$ cat src/core/quad_dac_regs.svh
// Purpose: Constants for the two-wire port of the quad DAC.
// Assumes: Included by bare name; definitions only.
// Notes: Word bit positions count from the first bit shifted in (15).
`ifndef QUAD_DAC_REGS_SVH
`define QUAD_DAC_REGS_SVH

// ****************************************************************
// Slave address
// ****************************************************************
`define ADDR_FIXED_HIGH 6'h06

// ****************************************************************
// Pointer byte fields
// ****************************************************************
`define PTR_SEL_MSB 3
`define PTR_SEL_LSB 0

// ****************************************************************
// Data word fields
// ****************************************************************
`define WORD_PM_HIGH 15
`define WORD_PM_LOW 14
`define WORD_CLEAR 13
`define WORD_LOAD 12
`define WORD_CODE_MSB 11
`define WORD_RESET_VALUE 16'h0000
`define WORD_DEFAULT_READ 16'h2000

// ****************************************************************
// Byte positions within a transfer
// ****************************************************************
`define BYTE_ADDRESS 3'h0
`define BYTE_POINTER 3'h1
`define BYTE_DATA_HIGH 3'h2
`define BYTE_DATA_LOW 3'h3
`define BYTE_EXTRA 3'h4
`define BIT_COUNT_BYTE 4'h8

`endif

$ cat src/core/quad_dac_pkg.sv
// Purpose: Types shared by the quad DAC serial port.
// Assumes: Used by scoped name only, never imported.
// Notes: Constants live in quad_dac_regs.svh.
package quad_dac_pkg;

  // Link engine states.
  typedef enum logic [2:0] {
    ST_IDLE = 3'b000,
    ST_RX = 3'b001,
    ST_RXACK = 3'b010,
    ST_TX = 3'b011,
    ST_TXACK = 3'b100
  } link_state_e;

  typedef logic [15:0] data_word_t;

endpackage

$ cat src/core/sync_2ff.sv
// Purpose: Two flip-flop synchroniser for levels from another domain.
// Assumes: Each bit is an independent level.
// Notes: The first stage is read only by the second stage.
`timescale 1ns/10ps

module sync_2ff #(
  parameter int WIDTH = 1
) (
  input wire logic clk, // System clock.
  input wire logic rstN, // Active-low reset, already synchronised.
  input wire logic [WIDTH-1:0] asyncIn, // Level from outside the domain.
  output logic [WIDTH-1:0] syncOut // Level safe to use in clk domain.
);

  logic [WIDTH-1:0] stage1Reg;

  // Two stages give metastability time to settle before use.
  // Reset to the idle bus level so no false edge follows reset.
  always_ff @(posedge clk or negedge rstN) begin
    if (!rstN) begin
      stage1Reg <= '1;
      syncOut <= '1;
    end else begin
      stage1Reg <= asyncIn;
      syncOut <= stage1Reg;
    end
  end

endmodule

$ cat src/core/quad_dac_serial_slave_port.sv
// Purpose: Two-wire slave port and command logic of a quad DAC.
// Assumes: clk far faster than SCL; SCL and SDA pass two flip-flops.
// Notes: SCL is only ever sampled; the port has no SCL driver at all.
`timescale 1ns/10ps
`include "quad_dac_regs.svh"

// Overview of operation
// - Power-up clears all input and DAC registers.
// - After reset: normal mode, all codes zero.
// - Slave only; SCL is never driven.
// - Address is 000110 plus address pin level.
// - Start condition begins address reception.
// - Matching address acknowledged; mismatch goes idle.
// - Nine clocks per byte, receiver acknowledges.
// - SDA changes only while SCL low.
// - Writes start with address and pointer byte.
// - Restart with read address returns channel data.
// - Pointer persists for address-only reads.
// - Pointer holds one select bit per channel.
// - Two data bytes form a 16-bit word.
// - Four control bits then left-justified code.
// - First two bits are power mode bits.
// - Bit 13 clear, bit 12 load, active low.
// - Code is straight binary, sets output.
// - Clear low zeroes all input and DAC registers.
// - Load low updates together only DAC registers whose input register was written since the last load.
// - Bits 15 and 14 select power mode.
// - Zero or multiple selects read default word.
module quad_dac_serial_slave_port #(
  parameter int RES = 12
) (
  input wire logic clk, // System clock, 200 MHz.
  input wire logic rst_n, // Asynchronous active-low reset.
  input wire logic scl, // Serial clock from the master.
  input wire logic sdaIn, // Level seen on the data line.
  input wire logic addressSelectPin, // Low address bit strap.
  output logic sdaOut, // Data line drive value, always low.
  output logic sdaOe, // High while this port pulls SDA low.
  output logic [4*RES-1:0] dacCodeFlat, // DAC register codes, A in low bits.
  output logic [7:0] powerModeFlat, // Power mode per channel, A in low bits.
  output logic [3:0] pointerSel // Stored channel selection, D..A.
);

  // ****************************************************************
  // Reset release and input synchronisation
  // ****************************************************************
  logic [1:0] rstPipeReg;
  logic rstN;
  logic sclS;
  logic sdaS;
  logic addrPinS;
  logic sclDReg;
  logic sdaDReg;

  // Reset asserts at once but releases only on a clock edge.
  always_ff @(posedge clk or negedge rst_n) begin
    if (!rst_n) begin
      rstPipeReg <= 2'h0;
    end else begin
      rstPipeReg <= {rstPipeReg[0], 1'b1};
    end
  end
  assign rstN = rstPipeReg[1];

  sync_2ff #(
    .WIDTH(3)
  ) inSync (
    .clk(clk),
    .rstN(rstN),
    .asyncIn({scl, sdaIn, addressSelectPin}),
    .syncOut({sclS, sdaS, addrPinS})
  );

  // Delayed copies of the clean levels give the edges.
  always_ff @(posedge clk or negedge rstN) begin
    if (!rstN) begin
      sclDReg <= 1'b1;
      sdaDReg <= 1'b1;
    end else begin
      sclDReg <= sclS;
      sdaDReg <= sdaS;
    end
  end

  logic sclRise;
  logic sclFall;
  logic startDet;
  logic stopDet;

  // SCL is only sampled; this port has no SCL output.
  assign sclRise = sclS & ~sclDReg;
  assign sclFall = ~sclS & sclDReg;
  // SDA moving while SCL high marks start or stop.
  assign startDet = sclS & sclDReg & sdaDReg & ~sdaS;
  assign stopDet = sclS & sclDReg & ~sdaDReg & sdaS;

  // ****************************************************************
  // Link engine
  // ****************************************************************
  quad_dac_pkg::link_state_e stateReg;
  logic [3:0] bitCntReg;
  logic [2:0] byteIdxReg;
  logic [7:0] rxShiftReg;
  quad_dac_pkg::data_word_t txShiftReg;
  logic txLowReg;
  logic readModeReg;
  logic [6:0] myAddr;
  logic byteDone;
  quad_dac_pkg::data_word_t readWord;

  // Own address: fixed high bits, low bit from the strap.
  assign myAddr = {`ADDR_FIXED_HIGH, addrPinS};

  // A received byte is complete at the fall after its eighth bit.
  assign byteDone = (stateReg == quad_dac_pkg::ST_RX) && sclFall &&
                    (bitCntReg == `BIT_COUNT_BYTE);

  // The engine changes SDA only on SCL falls, so the line stays put
  // through every high phase.
  always_ff @(posedge clk or negedge rstN) begin
    if (!rstN) begin
      stateReg <= quad_dac_pkg::ST_IDLE;
      bitCntReg <= 4'h0;
      byteIdxReg <= 3'h0;
      rxShiftReg <= 8'h00;
      txShiftReg <= `WORD_RESET_VALUE;
      txLowReg <= 1'b0;
      readModeReg <= 1'b0;
      sdaOe <= 1'b0;
    end else if (startDet) begin
      // Start or repeated start always restarts at an address.
      stateReg <= quad_dac_pkg::ST_RX;
      bitCntReg <= 4'h0;
      byteIdxReg <= `BYTE_ADDRESS;
      readModeReg <= 1'b0;
      sdaOe <= 1'b0;
    end else if (stopDet) begin
      stateReg <= quad_dac_pkg::ST_IDLE;
      sdaOe <= 1'b0;
    end else begin
      unique case (stateReg)
        quad_dac_pkg::ST_IDLE: begin
          sdaOe <= 1'b0;
        end
        quad_dac_pkg::ST_RX: begin
          if (sclRise) begin
            // Bits arrive first-to-last as MSB to LSB.
            rxShiftReg <= {rxShiftReg[6:0], sdaS};
            bitCntReg <= bitCntReg + 4'h1;
          end else if (byteDone) begin
            bitCntReg <= 4'h0;
            if (byteIdxReg == `BYTE_ADDRESS &&
                rxShiftReg[7:1] != myAddr) begin
              stateReg <= quad_dac_pkg::ST_IDLE;
            end else begin
              // Pull SDA low through the ninth clock.
              stateReg <= quad_dac_pkg::ST_RXACK;
              sdaOe <= 1'b1;
              if (byteIdxReg == `BYTE_ADDRESS) begin
                readModeReg <= rxShiftReg[0];
              end
            end
          end
        end
        quad_dac_pkg::ST_RXACK: begin
          if (sclFall) begin
            if (byteIdxReg != `BYTE_EXTRA) begin
              byteIdxReg <= byteIdxReg + 3'h1;
            end
            if (readModeReg) begin
              // Read address: send the selected word next.
              stateReg <= quad_dac_pkg::ST_TX;
              txShiftReg <= readWord;
              txLowReg <= 1'b0;
              sdaOe <= ~readWord[15];
            end else begin
              stateReg <= quad_dac_pkg::ST_RX;
              sdaOe <= 1'b0;
            end
          end
        end
        quad_dac_pkg::ST_TX: begin
          if (sclRise) begin
            bitCntReg <= bitCntReg + 4'h1;
          end else if (sclFall) begin
            if (bitCntReg == `BIT_COUNT_BYTE) begin
              // Release SDA so the master can answer.
              stateReg <= quad_dac_pkg::ST_TXACK;
              bitCntReg <= 4'h0;
              sdaOe <= 1'b0;
            end else begin
              txShiftReg <= {txShiftReg[14:0], 1'b0};
              sdaOe <= ~txShiftReg[14];
            end
          end
        end
        quad_dac_pkg::ST_TXACK: begin
          if (sclRise && sdaS) begin
            // Not-acknowledge: stay off the line until stop.
            stateReg <= quad_dac_pkg::ST_IDLE;
          end else if (sclFall) begin
            stateReg <= quad_dac_pkg::ST_TX;
            if (txLowReg) begin
              // Acknowledged after both bytes: repeat the same word.
              txShiftReg <= readWord;
              txLowReg <= 1'b0;
              sdaOe <= ~readWord[15];
            end else begin
              txShiftReg <= {txShiftReg[14:0], 1'b0};
              txLowReg <= 1'b1;
              sdaOe <= ~txShiftReg[14];
            end
          end
        end
        default: begin
          stateReg <= quad_dac_pkg::ST_IDLE;
          sdaOe <= 1'b0;
        end
      endcase
    end
  end

  // The port only ever pulls the open-drain line low.
  always_ff @(posedge clk or negedge rstN) begin
    if (!rstN) begin
      sdaOut <= 1'b0;
    end else begin
      sdaOut <= 1'b0;
    end
  end

  // ****************************************************************
  // Pointer and write word capture
  // ****************************************************************
  quad_dac_pkg::data_word_t rxWordReg;
  logic wordReadyReg;
  logic commit;

  // Bytes after the address: pointer, then high and low data bytes.
  // Extra bytes are acknowledged but change nothing.
  always_ff @(posedge clk or negedge rstN) begin
    if (!rstN) begin
      pointerSel <= 4'h0;
      rxWordReg <= `WORD_RESET_VALUE;
      wordReadyReg <= 1'b0;
    end else if (startDet || stopDet) begin
      wordReadyReg <= 1'b0;
    end else if (byteDone && !readModeReg) begin
      unique case (byteIdxReg)
        `BYTE_POINTER: begin
          // Only the select bits are kept.
          pointerSel <= rxShiftReg[`PTR_SEL_MSB:`PTR_SEL_LSB];
        end
        `BYTE_DATA_HIGH: begin
          rxWordReg[15:8] <= rxShiftReg;
        end
        `BYTE_DATA_LOW: begin
          rxWordReg[7:0] <= rxShiftReg;
          wordReadyReg <= 1'b1;
        end
        default: begin
          wordReadyReg <= wordReadyReg;
        end
      endcase
    end
  end

  // A write completes when stop or restart follows both data bytes.
  assign commit = wordReadyReg && (startDet || stopDet);

  // ****************************************************************
  // Input, DAC and power mode registers
  // ****************************************************************
  localparam logic [15:0] WORD_MASK = 16'(16'hFFFF << (12 - RES));

  quad_dac_pkg::data_word_t inWordReg [4];
  quad_dac_pkg::data_word_t inWordNext [4];
  logic [RES-1:0] dacReg [4];
  logic [RES-1:0] dacNext [4];
  logic [1:0] pmReg [4];
  logic [1:0] pmNext [4];
  logic [3:0] pendReg;
  logic [3:0] pendNext;
  quad_dac_pkg::data_word_t maskedWord;

  // Padding below the code is stored, and read back, as zero.
  assign maskedWord = rxWordReg & WORD_MASK;

  // Clear wins over load; load copies only changed input registers,
  // which avoids needless glitches on unchanged outputs.
  always_comb begin
    pendNext = pendReg;
    for (int c = 0; c < 4; c++) begin
      inWordNext[c] = inWordReg[c];
      dacNext[c] = dacReg[c];
      pmNext[c] = pmReg[c];
    end
    if (commit) begin
      if (!maskedWord[`WORD_CLEAR]) begin
        pendNext = 4'h0;
        for (int c = 0; c < 4; c++) begin
          inWordNext[c] = `WORD_RESET_VALUE;
          dacNext[c] = '0;
          pmNext[c] = 2'h0;
        end
      end else begin
        for (int c = 0; c < 4; c++) begin
          if (pointerSel[c]) begin
            inWordNext[c] = maskedWord;
            // Mode comes from the first two bits.
            pmNext[c] = {maskedWord[`WORD_PM_HIGH],
                         maskedWord[`WORD_PM_LOW]};
            pendNext[c] = 1'b1;
          end
        end
        if (!maskedWord[`WORD_LOAD]) begin
          for (int c = 0; c < 4; c++) begin
            if (pendNext[c]) begin
              // Left-justified straight binary code.
              dacNext[c] = inWordNext[c][`WORD_CODE_MSB -: RES];
            end
          end
          pendNext = 4'h0;
        end
      end
    end
  end

  // Power-up state: zero codes, normal mode.
  always_ff @(posedge clk or negedge rstN) begin
    if (!rstN) begin
      pendReg <= 4'h0;
      for (int c = 0; c < 4; c++) begin
        inWordReg[c] <= `WORD_RESET_VALUE;
        dacReg[c] <= '0;
        pmReg[c] <= 2'h0;
      end
    end else begin
      pendReg <= pendNext;
      for (int c = 0; c < 4; c++) begin
        inWordReg[c] <= inWordNext[c];
        dacReg[c] <= dacNext[c];
        pmReg[c] <= pmNext[c];
      end
    end
  end

  // Readback of exactly one selected channel; else default.
  always_comb begin
    unique case (pointerSel)
      4'h1: readWord = inWordReg[0];
      4'h2: readWord = inWordReg[1];
      4'h4: readWord = inWordReg[2];
      4'h8: readWord = inWordReg[3];
      default: readWord = `WORD_DEFAULT_READ;
    endcase
  end

  // ****************************************************************
  // Registered outputs
  // ****************************************************************
  always_ff @(posedge clk or negedge rstN) begin
    if (!rstN) begin
      dacCodeFlat <= '0;
      powerModeFlat <= 8'h00;
    end else begin
      for (int c = 0; c < 4; c++) begin
        dacCodeFlat[c*RES +: RES] <= dacReg[c];
        powerModeFlat[c*2 +: 2] <= pmReg[c];
      end
    end
  end

endmodule

$ cat config.mk
export PLATFORM = sky130hd
export DESIGN_NAME = quad_dac_serial_slave_port
export DESIGN_NICKNAME = d
export VERILOG_FILES = /design/src/core/quad_dac_pkg.sv /design/src/core/sync_2ff.sv /design/src/core/quad_dac_serial_slave_port.sv
export VERILOG_INCLUDE_DIRS = /design/src /design/src/core
export SDC_FILE = /design/constraint.sdc
export NUM_CORES = 1
export LEC_CHECK = 0
export BUFFER_PORTS_ARGS = -buffer_cell sky130_fd_sc_hd__buf_2
export CAP_MARGIN = 5
export CORE_MARGIN = 2
export CORE_UTILIZATION = 60
export CTS_BUF_LIST = sky130_fd_sc_hd__clkbuf_8
export DETAILED_ROUTE_END_ITERATION = 7
export PLACE_DENSITY = 0.8
export SETUP_SLACK_MARGIN = 0.02
export SLEW_MARGIN = 20
export SYNTH_ARGS = -nofsm -noshare
export SYNTH_HDL_FRONTEND = slang
export SYNTH_HIERARCHICAL = 1
export SYNTH_SLANG_ARGS = --single-unit
$ cat constraint.sdc
create_clock -name clk -period 16.2 [get_ports clk]
set_clock_uncertainty 0.2 [all_clocks]
set_input_delay 1.62 -clock clk [delete_from_list [all_inputs] [get_ports clk]]
set_output_delay 1.62 -clock clk [all_outputs]
set_load 0.05 [all_outputs]
## Word level (Yosys, flattened, before mapping)

Cells that the tools add are included.

- Muxes and demuxes: 96
- Add/subtract/negate cells: 2
- Bitwise logic cells: 16
- Eq/ne operators: 47
- Reductions and logical operators: 41

Operator list:

| operator | number |
|---|---|
| 2-to-1 mux 15 bit | 8 |
| 2-to-1 mux 48 bit | 2 |
| 2-to-1 mux 16 bit | 4 |
| 2-to-1 mux 64 bit | 1 |
| one-hot mux 16 bit (4 select lines) | 1 |
| 2-to-1 mux 12 bit | 4 |
| inequality test 4 bit (second input constant) | 12 |
| 2-to-1 mux 3 bit | 15 |
| one-hot mux 15 bit (3 select lines) | 1 |
| 2-to-1 mux 1 bit | 40 |
| 2-to-1 mux 4 bit | 9 |
| inequality test 2 bit (second input constant) | 14 |
| AND reduction 3 bit | 7 |
| nonzero test 2 bit | 9 |
| AND reduction 8 bit | 2 |
| one-hot mux 3 bit (5 select lines) | 1 |
| equality test 3 x 2 -> 1 bit (second input constant) | 4 |
| 2-to-1 mux 2 bit | 6 |
| inequality test 2 x 1 -> 1 bit (second input constant) | 5 |
| AND reduction 10 bit | 1 |
| AND reduction 2 bit | 5 |
| inverter 1 bit | 9 |
| equality test 4 bit (second input constant) | 2 |
| 2-to-1 mux 8 bit | 1 |
| 23 further kinds | 39 |

- Register bits: 247
- Logic and storage cells: 238
- Output and inout port bits: 62
- Bits of input ports: 5

## Logic depth before layout (Yosys ltp)

- Depth after elaboration: 9
- Depth in mapped cells: 8
- Depth with buffers taken out: 7

## Cells and area by module

The synthesis kept the hierarchy.

By module, submodules not included:

| module | area an instance (µm²) | times used | cells each | seq. area each (µm²) |
|---|---|---|---|---|
| quad_dac_serial_slave_port | 10,603.9 | 1 | 1,008 | 6,033.3 |
| sync_2ff | 157.7 | 1 | 6 | 157.7 |

## Worst setup path after synthesis

No wires, ideal clock.

- Path type: register to output
- From: register pointerSel[3]
- To: output port pointerSel[3]
- Setup slack: 13.727 ns
- Required time: 14.380 ns
- Arrival: 0.653 ns
- Cell stages (with the launch flop): 1
- Path buffers: 0
- Cell sequence: dfrtp_1

RTL lines:

| what | line | text |
|---|---|---|
| start: declaration | quad_dac_serial_slave_port.sv:41 | `output logic [3:0] pointerSel` |
| start signal: assignment | quad_dac_serial_slave_port.sv:252 | `` pointerSel <= rxShiftReg[`PTR_SEL_MSB:`PTR_SEL_LSB]; `` |

No word-level cell between the ends.

## Final worst setup path

- From: register pointerSel[1]
- To: output port pointerSel[1]

No word-level cell between the ends.

==> results.cfg <==
[outcome]
status = finished, final reports clean

[cts]
cts.sinks = 247
cts_made_buffers = 40
cts.path.max_buffers = 3
post_cts_resized = 0
htree_levels = 2
cts_tree = built
cts_hold_buffers = 0
cts_setup_buffers = 0
clkTransAtPathRegs_ns = 0.06
ctsRootBufferMaster = clkbuf_8
clock_latency_ns = 0.53

[finish]
diodes = 0
nets = 1071
drive_gt1_share_pct = 18.0
stdcell_count = 1309
final_common_cell = dfrtp_1
area_growth_pct = 11.4
layout_common_cells = 238 x dfrtp_1, 113 x nand2_1, 100 x a21oi_1, 91 x o21ai_0, 65 x buf_2

[drt]
drt-pass1-iter-count = 5
wl_met1_um = 10600
wl_per_cell_um = 18.7
dr_wl_met2_um = 11500
drt_iter0_drc = 1011
met3WireLength_um = 1700
vias = 8027
top_layer = met4
ant_nets = 0
totalWireLength_um = 24500
drc = 0
vias_per_cell = 6.13

[yosys]
yosysTopAreaCell = dfrtp_1
synthAdderAreaFrac_pct = 1.16
synth_top_family_by_area = compound AO/OA/AOI/OAI gates
synth_edf_count = 0
synth-compound-area-share_pct = 19.7
yosys_warnings = 6
synth_area_mm2 = 0.0108
synth_xor_area_share_pct = 0.326
async_flop_share_pct = 100
ys_seq_elements = 247
syn_inst = 1014
ys_seq_area_share_pct = 57.5
yosysUniqueCellTypes = 60
yosys.area.top_type_share_pct = 55.6
synth_ff_type = dfrtp_1
synth_mux_area_share_pct = 6.29
ys_top_cells_by_area = dfrtp_1 56%, a21oi_1 4.7%, o21ai_0 4.2%
avgSynthCellArea_um2 = 10.6
synth_nets = 1029
synth_simple_gate_area_share_pct = 10.7

[pwr]
comb_power_share_pct = 2.6
p_clk_share_pct = 44.4
switching_share_pct = 22.5
peakVddDrop_uv = 61.9
power.internal_mw = 0.925
total_leakage_power_nw = 5.63
p_per_area_mw_per_mm2 = 99.6
seqPwrFrac_pct = 53.1
p_sw_mw = 0.269

[floorplan]
die_width_um = 138
placementRows = 48
initial_core_util_pct = 61.8
die_area_mm2 = 0.0190
io_pins = 67
die_h_um = 138
fp.coreArea_mm2 = 0.0174

[timing]
fmax_mhz = 278
finalMaxSlewViolations = 0
period_minus_slack_ns = 3.60
final.setup.tns_ns = 0
min_period_over_period_pct = 22.2
worst_pin_slew_ns = 1.06
slew_headroom_pct = 28.8
rsz0062_at_grt = false
timing.final.hold_violations = 0
setup_violations = 0

[placement]
placed_cells = 1239
port_buffers = 65
gp_congestion = 0.910
dp_hpwl_um = 15500

[global_route]
grt_start_max_net_pins = 82
grt_pass1_vias = 7828
grt_antenna_before_repair = 0
grt_usage_pct = 27.1
globalRouteOverflowTotal = 0
grt_pass1_wl_um = 40300

[worst_setup_path]
startpoint = pointerSel[1]$_DFFE_PN0P_
crit_required_ns = 14.38
ff2ff_path_depth = 7
crit_chain = buf_4 > buf_2
criticalPathCategory = flip-flop to output port
reg2reg_from = inSync/syncOut[2]$_DFF_PN1_
reg2reg_to = inWordReg[3]$_DFFE_PN0P_
endpoint_kind = output port
r2r_slack_ns = 13.31
cp_slowest_cell = dfrtp_1
critPathArrivalTime_ns = 1.78
slowest_delay_ns = 0.49
crit_fanout = 38
cp-start-kind = flip-flop

[job]
cap_violations = 0

[hold_path]
min_path_type = flip-flop to async pin
state kept, by name (all words and copies together) (netlist names), 4 cells and up:
signal,cells
maskedWord,16
bitCntReg,4
rxShiftReg,8
dacReg,48
txShiftReg,15
pendReg,4
powerModeFlat,8
pointerSel,4
pmReg,8
dacCodeFlat,48
inWordReg,64
layer usage:
| layer | GRT usage, % | up-vias |
|---|---|---|
| met5 | 0 | - |
| met4 | 10.1 | 0 |
| met3 | 4.68 | 60 |
| met2 | 41.0 | 344 |
| met1 | 39.6 | 3961 |
| li1 | - | 3662 |
cell usage after synthesis, types with 8 or more instances:
master	instances
dfrtp_1	239
nand2_1	114
a21oi_1	100
o21ai_0	91
clkbuf_1	58
nor2b_1	53
o31ai_1	49
mux2_2	40
inv_1	38
a22oi_1	34
a22o_1	23
nor2_1	22
buf_2	15
mux2_1	13
nand3_1	12
ha_1	10
dfstp_2	8
mux2i_1	8
nand2b_1	8
metrics by stage:
stage	total power [mW]	setup slack, ns	util (%)	cell area (um^2)	hold slack [ns]
after global routing	1.24	12.53	68.8	12000	0.0468
final	1.19	12.60	68.8	12000	0.0205
after CTS	1.21	12.58	68.8	12000	0.0256
after detailed placement	0.676	13.16	64.2	11200	0.0203
after floorplan	0.665	8.62	-	10800	0.131
after global placement	0.675	13.18	64.2	11200	0.0172
worst max-delay path: cells and delay by family (launching register included):
| kind | cells | cell delay, ns |
|---|---|---|
| buffers and inverters | 2 | 0.75 |
| flip-flops | 1 | 0.49 |
worst max-delay path by stage:
stage	slack [ns]	to
6_report	12.60	pointerSel[1]
5_1_grt	12.53	pointerSel[1]
4_1_cts	12.58	pointerSel[1]
3_5_place_dp	13.16	pointerSel[1]
3_3_place_gp	13.18	pointerSel[1]
2_1_floorplan	8.62	bitCntReg[0]$_DFFE_PN0P_
cells by family after synthesis:
| kind of cell | after synthesis |
|---|---|
| other | 2 |
| buffers and inverters | 116 |
| adders and majority gates | 10 |
| AOI/OAI and AO/OA | 339 |
| xor gates and xnor gates | 4 |
| DFF | 247 |
| and+or+nand+nor | 235 |
| muxes | 61 |
area by class of cell:
class / instances / area (um^2)
Clock buffer: 50 / 688
Multi-Input combinational cell: 651 / 4150
Sequential cell: 247 / 6190
Inverter: 39 / 148
Clock inverter: 20 / 109
Tap cell: 225 / 282
Timing Repair Buffer: 77 / 419
Fill cell: 1342 / 5430
power groups by stage:
stage	clock network (mW)	logic [mW]	registers (mW)
after floorplan	0	0.0156	0.649
after global placement	0	0.0308	0.644
after detailed placement	0	0.0313	0.644
after CTS	0.541	0.0316	0.633
after global routing	0.567	0.0359	0.634
final	0.530	0.0309	0.633
No activity file was read; power rests on OpenSTA's default activity.
